**src/rtl/twp_regs.svh**
```systemverilog
`ifndef TWP_REGS_SVH
`define TWP_REGS_SVH

// Special-function addresses of the unlock key and the guarded registers.
`define TWP_KEY_ADDR 8'hc7
`define TWP_WDOG_CTRL_ADDR 8'hd8
`define TWP_EXTFLAG_ADDR 8'he9
`define TWP_PAGECTL_ADDR 8'hea
`define TWP_PROGSIZE_ADDR 8'heb
`define TWP_FLASHCMD_ADDR 8'hec

// Key values.
`define TWP_KEY_FIRST 8'haa
`define TWP_KEY_SECOND 8'h55

// Guarded bit masks per register.
`define TWP_WDOG_CTRL_GUARD 8'h4b
`define TWP_EXTFLAG_GUARD 8'h01
`define TWP_PAGECTL_GUARD 8'he0
`define TWP_PROGSIZE_GUARD 8'h0f
`define TWP_FLASHCMD_GUARD 8'h0f

// Field positions in the watchdog control register.
`define TWP_WD_RESTART_BIT 0
`define TWP_WD_RESET_EN_BIT 1
`define TWP_WD_IRQ_FLAG_BIT 3
`define TWP_WD_POWERON_BIT 6

// Reset values.
`define TWP_REG_RESET 8'h00
`define TWP_RDATA_RESET 8'h00

// Timing: both limits are three memory cycles; one memory cycle is one clock.
`define TWP_KEY_GAP_MCYC 3
`define TWP_WINDOW_MCYC 3
`define TWP_CLK_PER_MCYC 1
`define TWP_KEY_GAP_CYC (`TWP_KEY_GAP_MCYC * `TWP_CLK_PER_MCYC)
`define TWP_WINDOW_CYC (`TWP_WINDOW_MCYC * `TWP_CLK_PER_MCYC)

`define TWP_NUM_REGS 5

`endif

```
**src/rtl/twp_pkg.sv**
```systemverilog
package twp_pkg;

  typedef enum logic [2:0] {
    TWP_IDLE = 3'b001,
    TWP_ARMED = 3'b010,
    TWP_OPEN = 3'b100
  } twp_state_type;

  typedef logic [7:0] twp_byte_type;

endpackage

```
**src/rtl/twp_guard_bank.sv**
```systemverilog
`include "twp_regs.svh"

module twp_guard_bank (
  // Clock and reset.
  input wire logic mclk_in,
  input wire logic rst_in,
  // Write side, one enable per register.
  input wire logic [`TWP_NUM_REGS-1:0] wr_en_in,
  input wire logic [7:0] wr_data_in,
  input wire logic [7:0] wr_mask_in,
  // Hardware set and clear, eight bits per register.
  input wire logic [8*`TWP_NUM_REGS-1:0] hw_set_in,
  input wire logic [8*`TWP_NUM_REGS-1:0] hw_clr_in,
  // Stored contents.
  output logic [8*`TWP_NUM_REGS-1:0] regs_out
);

  genvar i;
  generate
    for (i = 0; i < `TWP_NUM_REGS; i++)
    begin : g_reg
      logic [7:0] q_q;
      logic [7:0] q_d;
      logic [7:0] wm;
      assign wm = wr_en_in[i] ? wr_mask_in : 8'h00;
      // A hardware set wins over any clear or write landing in the same cycle.
      assign q_d = ((q_q & ~hw_clr_in[8*i +: 8]) & ~wm) | (wr_data_in & wm) | hw_set_in[8*i +: 8];
      always_ff @(posedge mclk_in)
      begin
        if (rst_in)
          q_q <= `TWP_REG_RESET;
        else
          q_q <= q_d;
      end
      assign regs_out[8*i +: 8] = q_q;
    end
  endgenerate

endmodule // twp_guard_bank

```
**src/rtl/twp_guard.sv**
```systemverilog
`include "twp_regs.svh"

module twp_guard (
  // Clock and reset.
  input wire logic mclk_in,
  input wire logic rst_in,
  // Special-function byte port.
  input wire logic [7:0] sfr_addr_in,
  input wire logic [7:0] sfr_wdata_in,
  input wire logic sfr_wr_in,
  input wire logic sfr_rd_in,
  output logic [7:0] sfr_rdata_out,
  // Bit set and clear port.
  input wire logic [7:0] bit_addr_in,
  input wire logic bit_val_in,
  input wire logic bit_wr_in,
  // Hardware events.
  input wire logic wdt_flag_set_in,
  input wire logic por_set_in,
  // Guarded register contents.
  output logic [7:0] watchdog_control_register_out,
  output logic [7:0] ext_flag_out,
  output logic [7:0] page_ctrl_out,
  output logic [7:0] prog_size_out,
  output logic [7:0] flash_cmd_out,
  // Status.
  output logic window_open_out,
  output logic refused_out
);

  ////////////////////////////////////////////////////////////////////////////
  // Write decode.

  twp_pkg::twp_state_type state_q;
  twp_pkg::twp_state_type state_d;
  logic [1:0] cnt_q;
  logic [1:0] cnt_d;
  logic refused_q;
  logic [7:0] rdata_q;
  logic [7:0] rdata_d;

  wire bit_valid = bit_wr_in & bit_addr_in[7] & ~sfr_wr_in;
  wire [7:0] bit_reg_addr = {bit_addr_in[7:3], 3'b000};
  wire [7:0] bit_lane = 8'h01 << bit_addr_in[2:0];
  wire wr_any = sfr_wr_in | bit_valid;
  wire [7:0] wr_addr = sfr_wr_in ? sfr_addr_in : bit_reg_addr;
  wire [7:0] wr_data = sfr_wr_in ? sfr_wdata_in : {8{bit_val_in}};
  wire [7:0] wr_lane = sfr_wr_in ? 8'hff : bit_lane;

  // The key register takes only whole-byte writes.
  wire key_wr = sfr_wr_in && (sfr_addr_in == `TWP_KEY_ADDR);
  wire key_first = key_wr && (sfr_wdata_in == `TWP_KEY_FIRST);
  wire key_second = key_wr && (sfr_wdata_in == `TWP_KEY_SECOND);
  wire is_armed = (state_q == twp_pkg::TWP_ARMED);
  wire is_open = (state_q == twp_pkg::TWP_OPEN);

  wire [`TWP_NUM_REGS-1:0] hit;
  assign hit[0] = wr_any && (wr_addr == `TWP_WDOG_CTRL_ADDR);
  assign hit[1] = wr_any && (wr_addr == `TWP_EXTFLAG_ADDR);
  assign hit[2] = wr_any && (wr_addr == `TWP_PAGECTL_ADDR);
  assign hit[3] = wr_any && (wr_addr == `TWP_PROGSIZE_ADDR);
  assign hit[4] = wr_any && (wr_addr == `TWP_FLASHCMD_ADDR);

  wire [7:0] guard_sel =
    hit[0] ? `TWP_WDOG_CTRL_GUARD :
    hit[1] ? `TWP_EXTFLAG_GUARD :
    hit[2] ? `TWP_PAGECTL_GUARD :
    hit[3] ? `TWP_PROGSIZE_GUARD :
    hit[4] ? `TWP_FLASHCMD_GUARD : 8'h00;

  // Guarded lanes pass only while the window is open; other lanes always pass.
  wire [7:0] wr_mask = wr_lane & (is_open ? 8'hff : ~guard_sel);
  wire refuse_now = (|hit) && !is_open && (|(wr_lane & guard_sel));

  ////////////////////////////////////////////////////////////////////////////
  // Unlock sequencer.

  always_comb
  begin
    state_d = state_q;
    cnt_d = cnt_q;
    if (key_first)
    begin
      // A fresh first key always restarts arming, even mid-sequence.
      state_d = twp_pkg::TWP_ARMED;
      cnt_d = 2'(`TWP_KEY_GAP_CYC);
    end
    else
    begin
      case (state_q)
        twp_pkg::TWP_IDLE:
        begin
          cnt_d = 2'd0;
        end
        twp_pkg::TWP_ARMED:
        begin
          if (key_second)
          begin
            state_d = twp_pkg::TWP_OPEN;
            cnt_d = 2'(`TWP_WINDOW_CYC);
          end
          else if (key_wr || cnt_q == 2'd1)
          begin
            state_d = twp_pkg::TWP_IDLE;
            cnt_d = 2'd0;
          end
          else
            cnt_d = cnt_q - 2'd1;
        end
        twp_pkg::TWP_OPEN:
        begin
          if (cnt_q == 2'd1)
          begin
            state_d = twp_pkg::TWP_IDLE;
            cnt_d = 2'd0;
          end
          else
            cnt_d = cnt_q - 2'd1;
        end
        default:
        begin
          state_d = twp_pkg::TWP_IDLE;
          cnt_d = 2'd0;
        end
      endcase
    end
  end

  always_ff @(posedge mclk_in)
  begin
    if (rst_in)
    begin
      state_q <= twp_pkg::TWP_IDLE;
      cnt_q <= 2'd0;
      refused_q <= 1'b0;
    end
    else
    begin
      state_q <= state_d;
      cnt_q <= cnt_d;
      refused_q <= refuse_now;
    end
  end

  ////////////////////////////////////////////////////////////////////////////
  // Guarded storage.

  logic [8*`TWP_NUM_REGS-1:0] regs;
  wire [7:0] wd_q = regs[7:0];
  // The restart bit clears itself after one cycle so it acts as a single kick.
  wire [7:0] wd_set = ({7'h00, wdt_flag_set_in} << `TWP_WD_IRQ_FLAG_BIT)
                    | ({7'h00, por_set_in} << `TWP_WD_POWERON_BIT);
  wire [7:0] wd_clr = {7'h00, wd_q[`TWP_WD_RESTART_BIT]} << `TWP_WD_RESTART_BIT;

  twp_guard_bank u_bank (
    .mclk_in(mclk_in),
    .rst_in(rst_in),
    .wr_en_in(hit),
    .wr_data_in(wr_data),
    .wr_mask_in(wr_mask),
    .hw_set_in({32'h0, wd_set}),
    .hw_clr_in({32'h0, wd_clr}),
    .regs_out(regs)
  );

  ////////////////////////////////////////////////////////////////////////////
  // Read path; the key register reads back the sequencer state.

  wire [7:0] key_status = {6'h00, is_open, is_armed};
  assign rdata_d =
    !sfr_rd_in ? `TWP_RDATA_RESET :
    (sfr_addr_in == `TWP_KEY_ADDR) ? key_status :
    (sfr_addr_in == `TWP_WDOG_CTRL_ADDR) ? regs[7:0] :
    (sfr_addr_in == `TWP_EXTFLAG_ADDR) ? regs[15:8] :
    (sfr_addr_in == `TWP_PAGECTL_ADDR) ? regs[23:16] :
    (sfr_addr_in == `TWP_PROGSIZE_ADDR) ? regs[31:24] :
    (sfr_addr_in == `TWP_FLASHCMD_ADDR) ? regs[39:32] : `TWP_RDATA_RESET;

  always_ff @(posedge mclk_in)
  begin
    if (rst_in)
      rdata_q <= `TWP_RDATA_RESET;
    else
      rdata_q <= rdata_d;
  end

  assign sfr_rdata_out = rdata_q;
  assign watchdog_control_register_out = regs[7:0];
  assign ext_flag_out = regs[15:8];
  assign page_ctrl_out = regs[23:16];
  assign prog_size_out = regs[31:24];
  assign flash_cmd_out = regs[39:32];
  assign window_open_out = is_open;
  assign refused_out = refused_q;

  ////////////////////////////////////////////////////////////////////////////
  // Assertions.

  wire wd_reset_en = regs[`TWP_WD_RESET_EN_BIT];
  wire flash_wr = sfr_wr_in && (sfr_addr_in == `TWP_FLASHCMD_ADDR);

  property p_open_after_key;
    @(posedge mclk_in) disable iff (rst_in)
    key_first ##1 key_second ##1 !key_first ##1 !key_first
      |=> is_open && $past(is_open) && $past(is_open, 2);
  endproperty
  a_open_after_key: assert property (p_open_after_key) else $error("window did not open");

  property p_window_len;
    @(posedge mclk_in) disable iff (rst_in)
    (is_open && !key_first)[*3] |=> !is_open;
  endproperty
  a_window_len: assert property (p_window_len) else $error("window open too long");

  property p_abort;
    @(posedge mclk_in) disable iff (rst_in)
    is_armed && key_wr && !key_first && !key_second |=> state_q == twp_pkg::TWP_IDLE;
  endproperty
  a_abort: assert property (p_abort) else $error("partial sequence kept");

  property p_closed_hold;
    @(posedge mclk_in) disable iff (rst_in)
    !is_open |=> (prog_size_out & `TWP_PROGSIZE_GUARD) == ($past(prog_size_out) & `TWP_PROGSIZE_GUARD)
      && (page_ctrl_out & `TWP_PAGECTL_GUARD) == ($past(page_ctrl_out) & `TWP_PAGECTL_GUARD);
  endproperty
  a_closed_hold: assert property (p_closed_hold) else $error("guarded bit changed while closed");

  property p_late_key;
    @(posedge mclk_in) disable iff (rst_in)
    key_first ##1 !key_wr[*3] ##1 key_second |=> !is_open;
  endproperty
  a_late_key: assert property (p_late_key) else $error("late second key opened window");

  property p_late_write;
    @(posedge mclk_in) disable iff (rst_in)
    is_armed && key_second ##1 !key_wr[*3] ##1 flash_wr
      |=> (flash_cmd_out & `TWP_FLASHCMD_GUARD) == ($past(flash_cmd_out) & `TWP_FLASHCMD_GUARD);
  endproperty
  a_late_write: assert property (p_late_write) else $error("late guarded write taken");

  property p_second_late;
    @(posedge mclk_in) disable iff (rst_in)
    is_armed && key_second ##1 (!key_wr && !flash_wr)[*2] ##1 (flash_wr && !key_wr) ##1 flash_wr
      |=> $stable(flash_cmd_out[3:0]);
  endproperty
  a_second_late: assert property (p_second_late) else $error("second late write taken");

  property p_bit_clear;
    @(posedge mclk_in) disable iff (rst_in)
    bit_wr_in && !sfr_wr_in && bit_addr_in == 8'hd9 && !is_open |=> $stable(wd_reset_en);
  endproperty
  a_bit_clear: assert property (p_bit_clear) else $error("enable cleared without window");

  property p_ewt_kept;
    @(posedge mclk_in) disable iff (rst_in)
    wd_reset_en && !is_open |=> wd_reset_en;
  endproperty
  a_ewt_kept: assert property (p_ewt_kept) else $error("enable dropped while closed");

  property p_accept;
    @(posedge mclk_in) disable iff (rst_in)
    is_open && flash_wr |=> flash_cmd_out == $past(sfr_wdata_in);
  endproperty
  a_accept: assert property (p_accept) else $error("open window write lost");

  property p_reset;
    @(posedge mclk_in) rst_in |=> state_q == twp_pkg::TWP_IDLE && !window_open_out;
  endproperty
  a_reset: assert property (p_reset) else $error("not idle after reset");

  c_open: cover property (@(posedge mclk_in) disable iff (rst_in) $rose(is_open));
  c_accept: cover property (@(posedge mclk_in) disable iff (rst_in) is_open && flash_wr);
  c_refuse: cover property (@(posedge mclk_in) disable iff (rst_in) refuse_now && hit[0]);
  c_abort: cover property (@(posedge mclk_in) disable iff (rst_in) is_armed && key_wr && !key_second);

endmodule // twp_guard

```
**config.mk**
```make
export PLATFORM = sky130hd
export DESIGN_NAME = twp_guard
export DESIGN_NICKNAME = d
export VERILOG_FILES = /design/src/rtl/twp_pkg.sv /design/src/rtl/twp_guard_bank.sv /design/src/rtl/twp_guard.sv
export VERILOG_INCLUDE_DIRS = /design/src /design/src/rtl
export SDC_FILE = /design/constraint.sdc
export NUM_CORES = 1
export LEC_CHECK = 0
export BUFFER_PORTS_ARGS = -buffer_cell sky130_fd_sc_hd__buf_2
export CORE_AREA = 2 2 79 73
export CTS_CLUSTER_DIAMETER = 80
export DETAILED_ROUTE_END_ITERATION = 16
export DIE_AREA = 0 0 81 75
export GPL_TIMING_DRIVEN = 0
export PLACE_DENSITY = 0.84
export SYNTH_ARGS = -nofsm -noshare
export SYNTH_HDL_FRONTEND = slang
export SYNTH_SLANG_ARGS = --single-unit
```
**constraint.sdc**
```tcl
create_clock -name mclk_in -period 2.75 [get_ports mclk_in]
set_input_delay 0.1375 -clock mclk_in [delete_from_list [all_inputs] [get_ports mclk_in]]
set_output_delay 0.1375 -clock mclk_in [all_outputs]
set_load 0.01 [all_outputs]
```
== Word-level counts from Yosys, hierarchy flattened ==
Index checks and enable logic that the tools add are counted.
W data, S select, Z words.

* Divide/modulo/power cells: 0
* $add $sub $neg: 1
* Multipliers: 0
* Bitwise gates (word level): 33
* Magnitude comparators: 0
* Muxes and demuxes: 30
* Eq/ne operators: 22
* Reduce and logical (&&, ||, !) cells: 19
* Shift operators: 1

{| class="wikitable"
|+ Operator list
! kind !! number
|-
| $mux W8 || 17
|-
| $and A8 B8 Y8 || 13
|-
| $eq A8 B8 Y1 const B || 12
|-
| $not A8 Y8 || 6
|-
| $or A8 B8 Y8 || 5
|-
| $mux W2 || 6
|-
| $logic_and A1 B1 Y1 || 10
|-
| $mux W3 || 3
|-
| $pmux W3 S3 || 1
|-
| $eq A8 B7 Y1 const B || 1
|-
| $mux W4 || 2
|-
| $not A1 Y8 || 1
|-
| $or A8 B7 Y8 || 1
|-
| $reduce_or A8 Y1 || 1
|-
| $shl A1 B3 Y8 const A || 1
|-
| $or A4 B7 Y7 || 1
|-
| $ne A3 B2 Y1 const B || 2
|-
| $reduce_and A3 Y1 || 2
|-
| $reduce_or A5 Y1 || 1
|-
| $ne A4 B3 Y1 const B || 1
|-
| $pmux W2 S2 || 1
|-
| $reduce_or A2 Y1 || 2
|-
| $eq A3 B1 Y1 const B || 1
|-
| $eq A3 B2 Y1 const B || 1
|-
| 11 further kinds || 14
|}

* Memory bits (read-only): 0
* Latch bits: 0
* RAM bits: 0
* Bits of input ports: 32
* Output and inout port bits: 50
* Logic and storage cells: 117
* Memories kept: 0
* Bits in registers: 54

== Depth between registers and ports, before layout ==
* Word-level depth: 17
* Mapped depth: 7
* Gate-level depth less buffers: 6

== Hierarchy ==
A second synthesis with hierarchy kept.

* Cells, all modules: 429
* Area total of the unflattened synthesis: 3518.4 µm²

{| class="wikitable"
|+ Modules (own cells, without submodules)
! module !! cells each !! instances !! seq. area each (µm²) !! area each (µm²)
|-
| twp_guard_bank || 257 || 1 || 800.8 || 2234.6
|-
| twp_guard || 172 || 1 || 280.3 || 1283.7
|}

== Worst setup path before layout ==
OpenSTA, ideal clock, no wires.

* Path kind: register to register
* From: reg state_q[2]
* To: reg u_bank.g_reg[0].q_q[6]
* Required time: 2.618 ns
* Clock period less this slack: 1.633 ns
* Path slack: 1.117 ns
* Library setup time: 0.132 ns
* Arrival: 1.501 ns
* Stages on the path, launching flop included: 8
* Buffers on the path: 1
* Path through: dfxtp_1 > or3b_1 > buf_6 > inv_2 > nand4_1 > a21boi_0 > mux2i_1 > a21oi_1

* Word-level cells in the longest chain between the ends: 8
* Elaborated cells between the ends (all ways): 9
* Those cells by class: 1 x eq/ne; 2 x mux; 6 x bitwise

{| class="wikitable"
|+ RTL lines
! element !! RTL line !! text
|-
| start: declaration || twp_guard.sv:34 || <nowiki>twp_pkg::twp_state_type state_q;</nowiki>
|-
| start signal: assignment || twp_guard.sv:133 || <nowiki>state_q <= twp_pkg::TWP_IDLE;</nowiki>
|-
| start signal: assignment || twp_guard.sv:139 || <nowiki>state_q <= state_d;</nowiki>
|-
| $eq A3 B3 Y1 * || twp_guard.sv:55 || <nowiki>wire is_open = (state_q == twp_pkg::TWP_OPEN);</nowiki>
|-
| via window_open_out || twp_guard.sv:27 || <nowiki>output logic window_open_out,</nowiki>
|-
| $mux W8 * || twp_guard.sv:72 || <nowiki>wire [7:0] wr_mask = wr_lane & (is_open ? 8'hff : ~guard_sel);</nowiki>
|-
| $and A8 B8 Y8 * || twp_guard.sv:72 ||
|-
| $mux W8 * || twp_guard_bank.sv:25 || <nowiki>assign wm = wr_en_in[i] ? wr_mask_in : 8'h00;</nowiki>
|-
| $not A8 Y8 || twp_guard_bank.sv:27 || <nowiki>assign q_d = ((q_q & ~hw_clr_in[8*i +: 8]) & ~wm) | (wr_data_in & wm) | hw_set_in[8*i +: 8];</nowiki>
|-
| $and A8 B8 Y8 || twp_guard_bank.sv:27 ||
|-
| $or A8 B8 Y8 * || twp_guard_bank.sv:27 ||
|-
| $or A8 B7 Y8 * || twp_guard_bank.sv:27 ||
|-
| end signal: assignment || twp_guard_bank.sv:31 || <nowiki>q_q <= `TWP_REG_RESET;</nowiki>
|-
| end signal: assignment || twp_guard_bank.sv:33 || <nowiki>q_q <= q_d;</nowiki>
|-
| end: declaration || twp_guard_bank.sv:22 || <nowiki>logic [7:0] q_q;</nowiki>
|}

The timed path passes the listed nets; every way through them passes the cells marked *.
A chain may end at the register's enable or synchronous reset.

==> flow_summary.toml <==
[power]
ir_drop_mv = 0.451
power_uw = 1500
power_leakage_uw = 0.00152
power.density_mw_per_mm2 = 442

[synth]
syn_inst = 321
syn-num-nets = 354
synth_compound_area_share_pct = 19.1
ys_ff_latch = 54
synth_top_family_by_area = "simple AND/OR/NAND/NOR gates"
syn_avg_cell_area_um2 = 8.70
synthAdderAreaFrac_pct = 0.448
synth_ff_type = "dfxtp_1"
synthTopCellsByArea = "dfxtp_1 (39%), mux2i_1 (7.5%), nor2_1 (5.9%)"
yosys.area_share.simple_pct = 28.8
synth_top_area_cell = "dfxtp_1"
synth_edf_count = 0
synth_top_area_share_pct = 38.7
synth_area_mm2 = 0.00279
synthMuxAreaShare_pct = 8.73
synthXorXnorAreaFrac_pct = 0.627
ys_warn_count = 0
synthArstFlopShare_pct = 0
seq_area_frac_synth_pct = 38.7
synth.distinct_cells = 60

[layout]
syn_to_final_growth_pct = 21.3
final_area_mm2 = 0.00339
n_antenna_cell = 0
drive_gt1_share_pct = 25.7
final_cell_mix = "buf_2 (82), dfxtp_1 (54), nor2_1 (44), nand2_1 (39), mux2i_1 (21)"
fillers = 477
layout_commonest_cell = "buf_2"
nets = 440

[clocking]
cts_buffers = 5
clock_tree.root_cell = "clkbuf_8"
cts_sinks = 54
cts_setup_buffers = 0
cts.path.max_buffers = 2
tritoncts = "built"
ctsHtreeMaxLevel = 2
clkSlewWorstSetupHoldPaths_ns = 0.10
ctsHoldBuffers = 0
cts-resized-gates = 0
clk_latency_ns = 0.31

[setup_path]
cp_max_fo = 8
arrival_ns = 2.19
worstSetupEndpointType = "flip-flop"
crit_type = "flip-flop to flip-flop"
critPathLaunchType = "flip-flop"
crit_path_start = "state_q[2]$_SDFFE_PP0P_"
cp.required_ns = 2.96
regToRegStartpoint = "state_q[2]$_SDFFE_PP0P_"

[timing]
period_share_pct = 71.8
hold_violations = 0
fin_crit_ns = 1.97
clock.fmax_mhz = 506
setup_viol = 0
relSlewSlack_pct = 51.0
rsz0062_at_grt = "false"
fin_skew_ns = 0.00838
tns_ns = 0
slew_violations = 0
tightestPinTransition_ns = 0.730

[hold_path]
worst_hold_startpoint = "por_set_in"
min_path_type = "input port to flip-flop"

[placed_design]
place_congestion = 0.964
io_buffer_count = 79
placed_cell_area_mm2 = 0.00327
dp_hpwl_mm = 6.60

[routing]
ant_nets = 0
drt_first_pass_iters = 5
wl_mm = 8.78
drtIter0Drc = 355
wire_per_inst_um = 18.5
avgViaCountPerCell = 6.13
drc_errors = 0
vias = 2913

[floorplan]
row_count = 25
fp.dieH_um = 75
dieArea_mm2 = 0.00608
design.core.area_mm2 = 0.00519
die_x_um = 81
num_io_pins = 82
initial_core_util_pct = 53.8

[run_status]
status = "finished, final reports clean"

[global_route]
grt_usage_pct = 29.2
grt_max_degree = 19
grt-ovfl-total = 0
antenna_found_initial = 0
grt_pass1_wl_mm = 13.3
grt_pass1_vias = 2578

[run]
max_cap_violations = 0
==> metrics by stage <==
| stage | util, % | hold slack [ns] | setup WS (ns) | std cells |
|---|---|---|---|---|
| after detailed placement | 63.0 | 0.382 | 0.820 | 467 |
| after global placement | 63.0 | 0.375 | 0.851 | 467 |
| after CTS | 65.3 | 0.0515 | 0.818 | 475 |
| final | 65.3 | 0.0451 | 0.775 | 475 |
| after global routing | 65.3 | 0.0724 | 0.639 | 475 |
| after floorplan | - | 0.267 | 1.12 | 321 |
==> cells by family after synthesis <==
logic type / Yosys count
adder cells (fa/ha/maj): 1
AO/OA/AOI/OAI: 74
AND/OR/NAND/NOR: 143
flip-flops: 54
buffers and inverters: 23
XOR/XNOR: 2
multiplexers: 24
==> layout make-up <==
type	count	area (um2)	area share, %
clock inverter	3	47.5	1.40
buffer	15	71.3	2.10
multi-input combinational	244	1610	47.5
timing repair buffer	79	395	11.7
sequential	54	1080	31.9
tap	67	83.8	2.47
inverter	8	30.0	0.886
clock buffer	5	68.8	2.03
==> where the power goes <==
part / switching (uW) / total [uW] / internal, uW
clock network: 278 / 556 / 278
registers: 2.66 / 788 / 785
logic: 105 / 155 / 49.9
total: 385 / 1500 / 1110
==> path summary, 6_finish.rpt <==
path                                             to  slack (ns)  cells past startpoint
setup reg to reg                          flip-flop        0.78                      5
hold reg to reg                           flip-flop        0.48                      2
hold / removal    u_bank.g_reg[0].q_q[6]$_SDFF_PP0_        0.05                      3
setup / recovery                          flip-flop        0.78                      5
==> critical path, stage by stage, from the launching register on <==
cell	delay, ns
dfxtp_1	0.40
or3b_1	0.38
buf_6	0.15
nor4_4	0.53
nor2_1	0.10
a311oi_1	0.31
==> cell usage after synthesis, types with 3 or more instances <==
library cell  count
nand4b_1          3
a32oi_1           5
mux2i_1          21
mux2_2            3
nor2_1           44
a311oi_1         13
a22oi_1           5
nand3_1           7
nand2b_1          4
a21oi_1          19
buf_2             3
clkbuf_1          8
nor2b_1           5
a21boi_0          5
a22o_1            3
inv_1             7
o21ai_0           7
dfxtp_1          54
and3_1            3
nand4_1           3
a21o_1            4
nor4bb_1          5
or3_1             4
nand2_1          39
nor3_1            6
==> layer usage <==
layer	vias to the layer above	track usage (%)	share of wire [%]
li1	1352	-	-
met1	1330	40.9	42
met2	211	46.9	45
met3	20	5.04	11
met4	0	8.10	1.8
met5	-	0	0
Power figures use the tool's default switching activity.
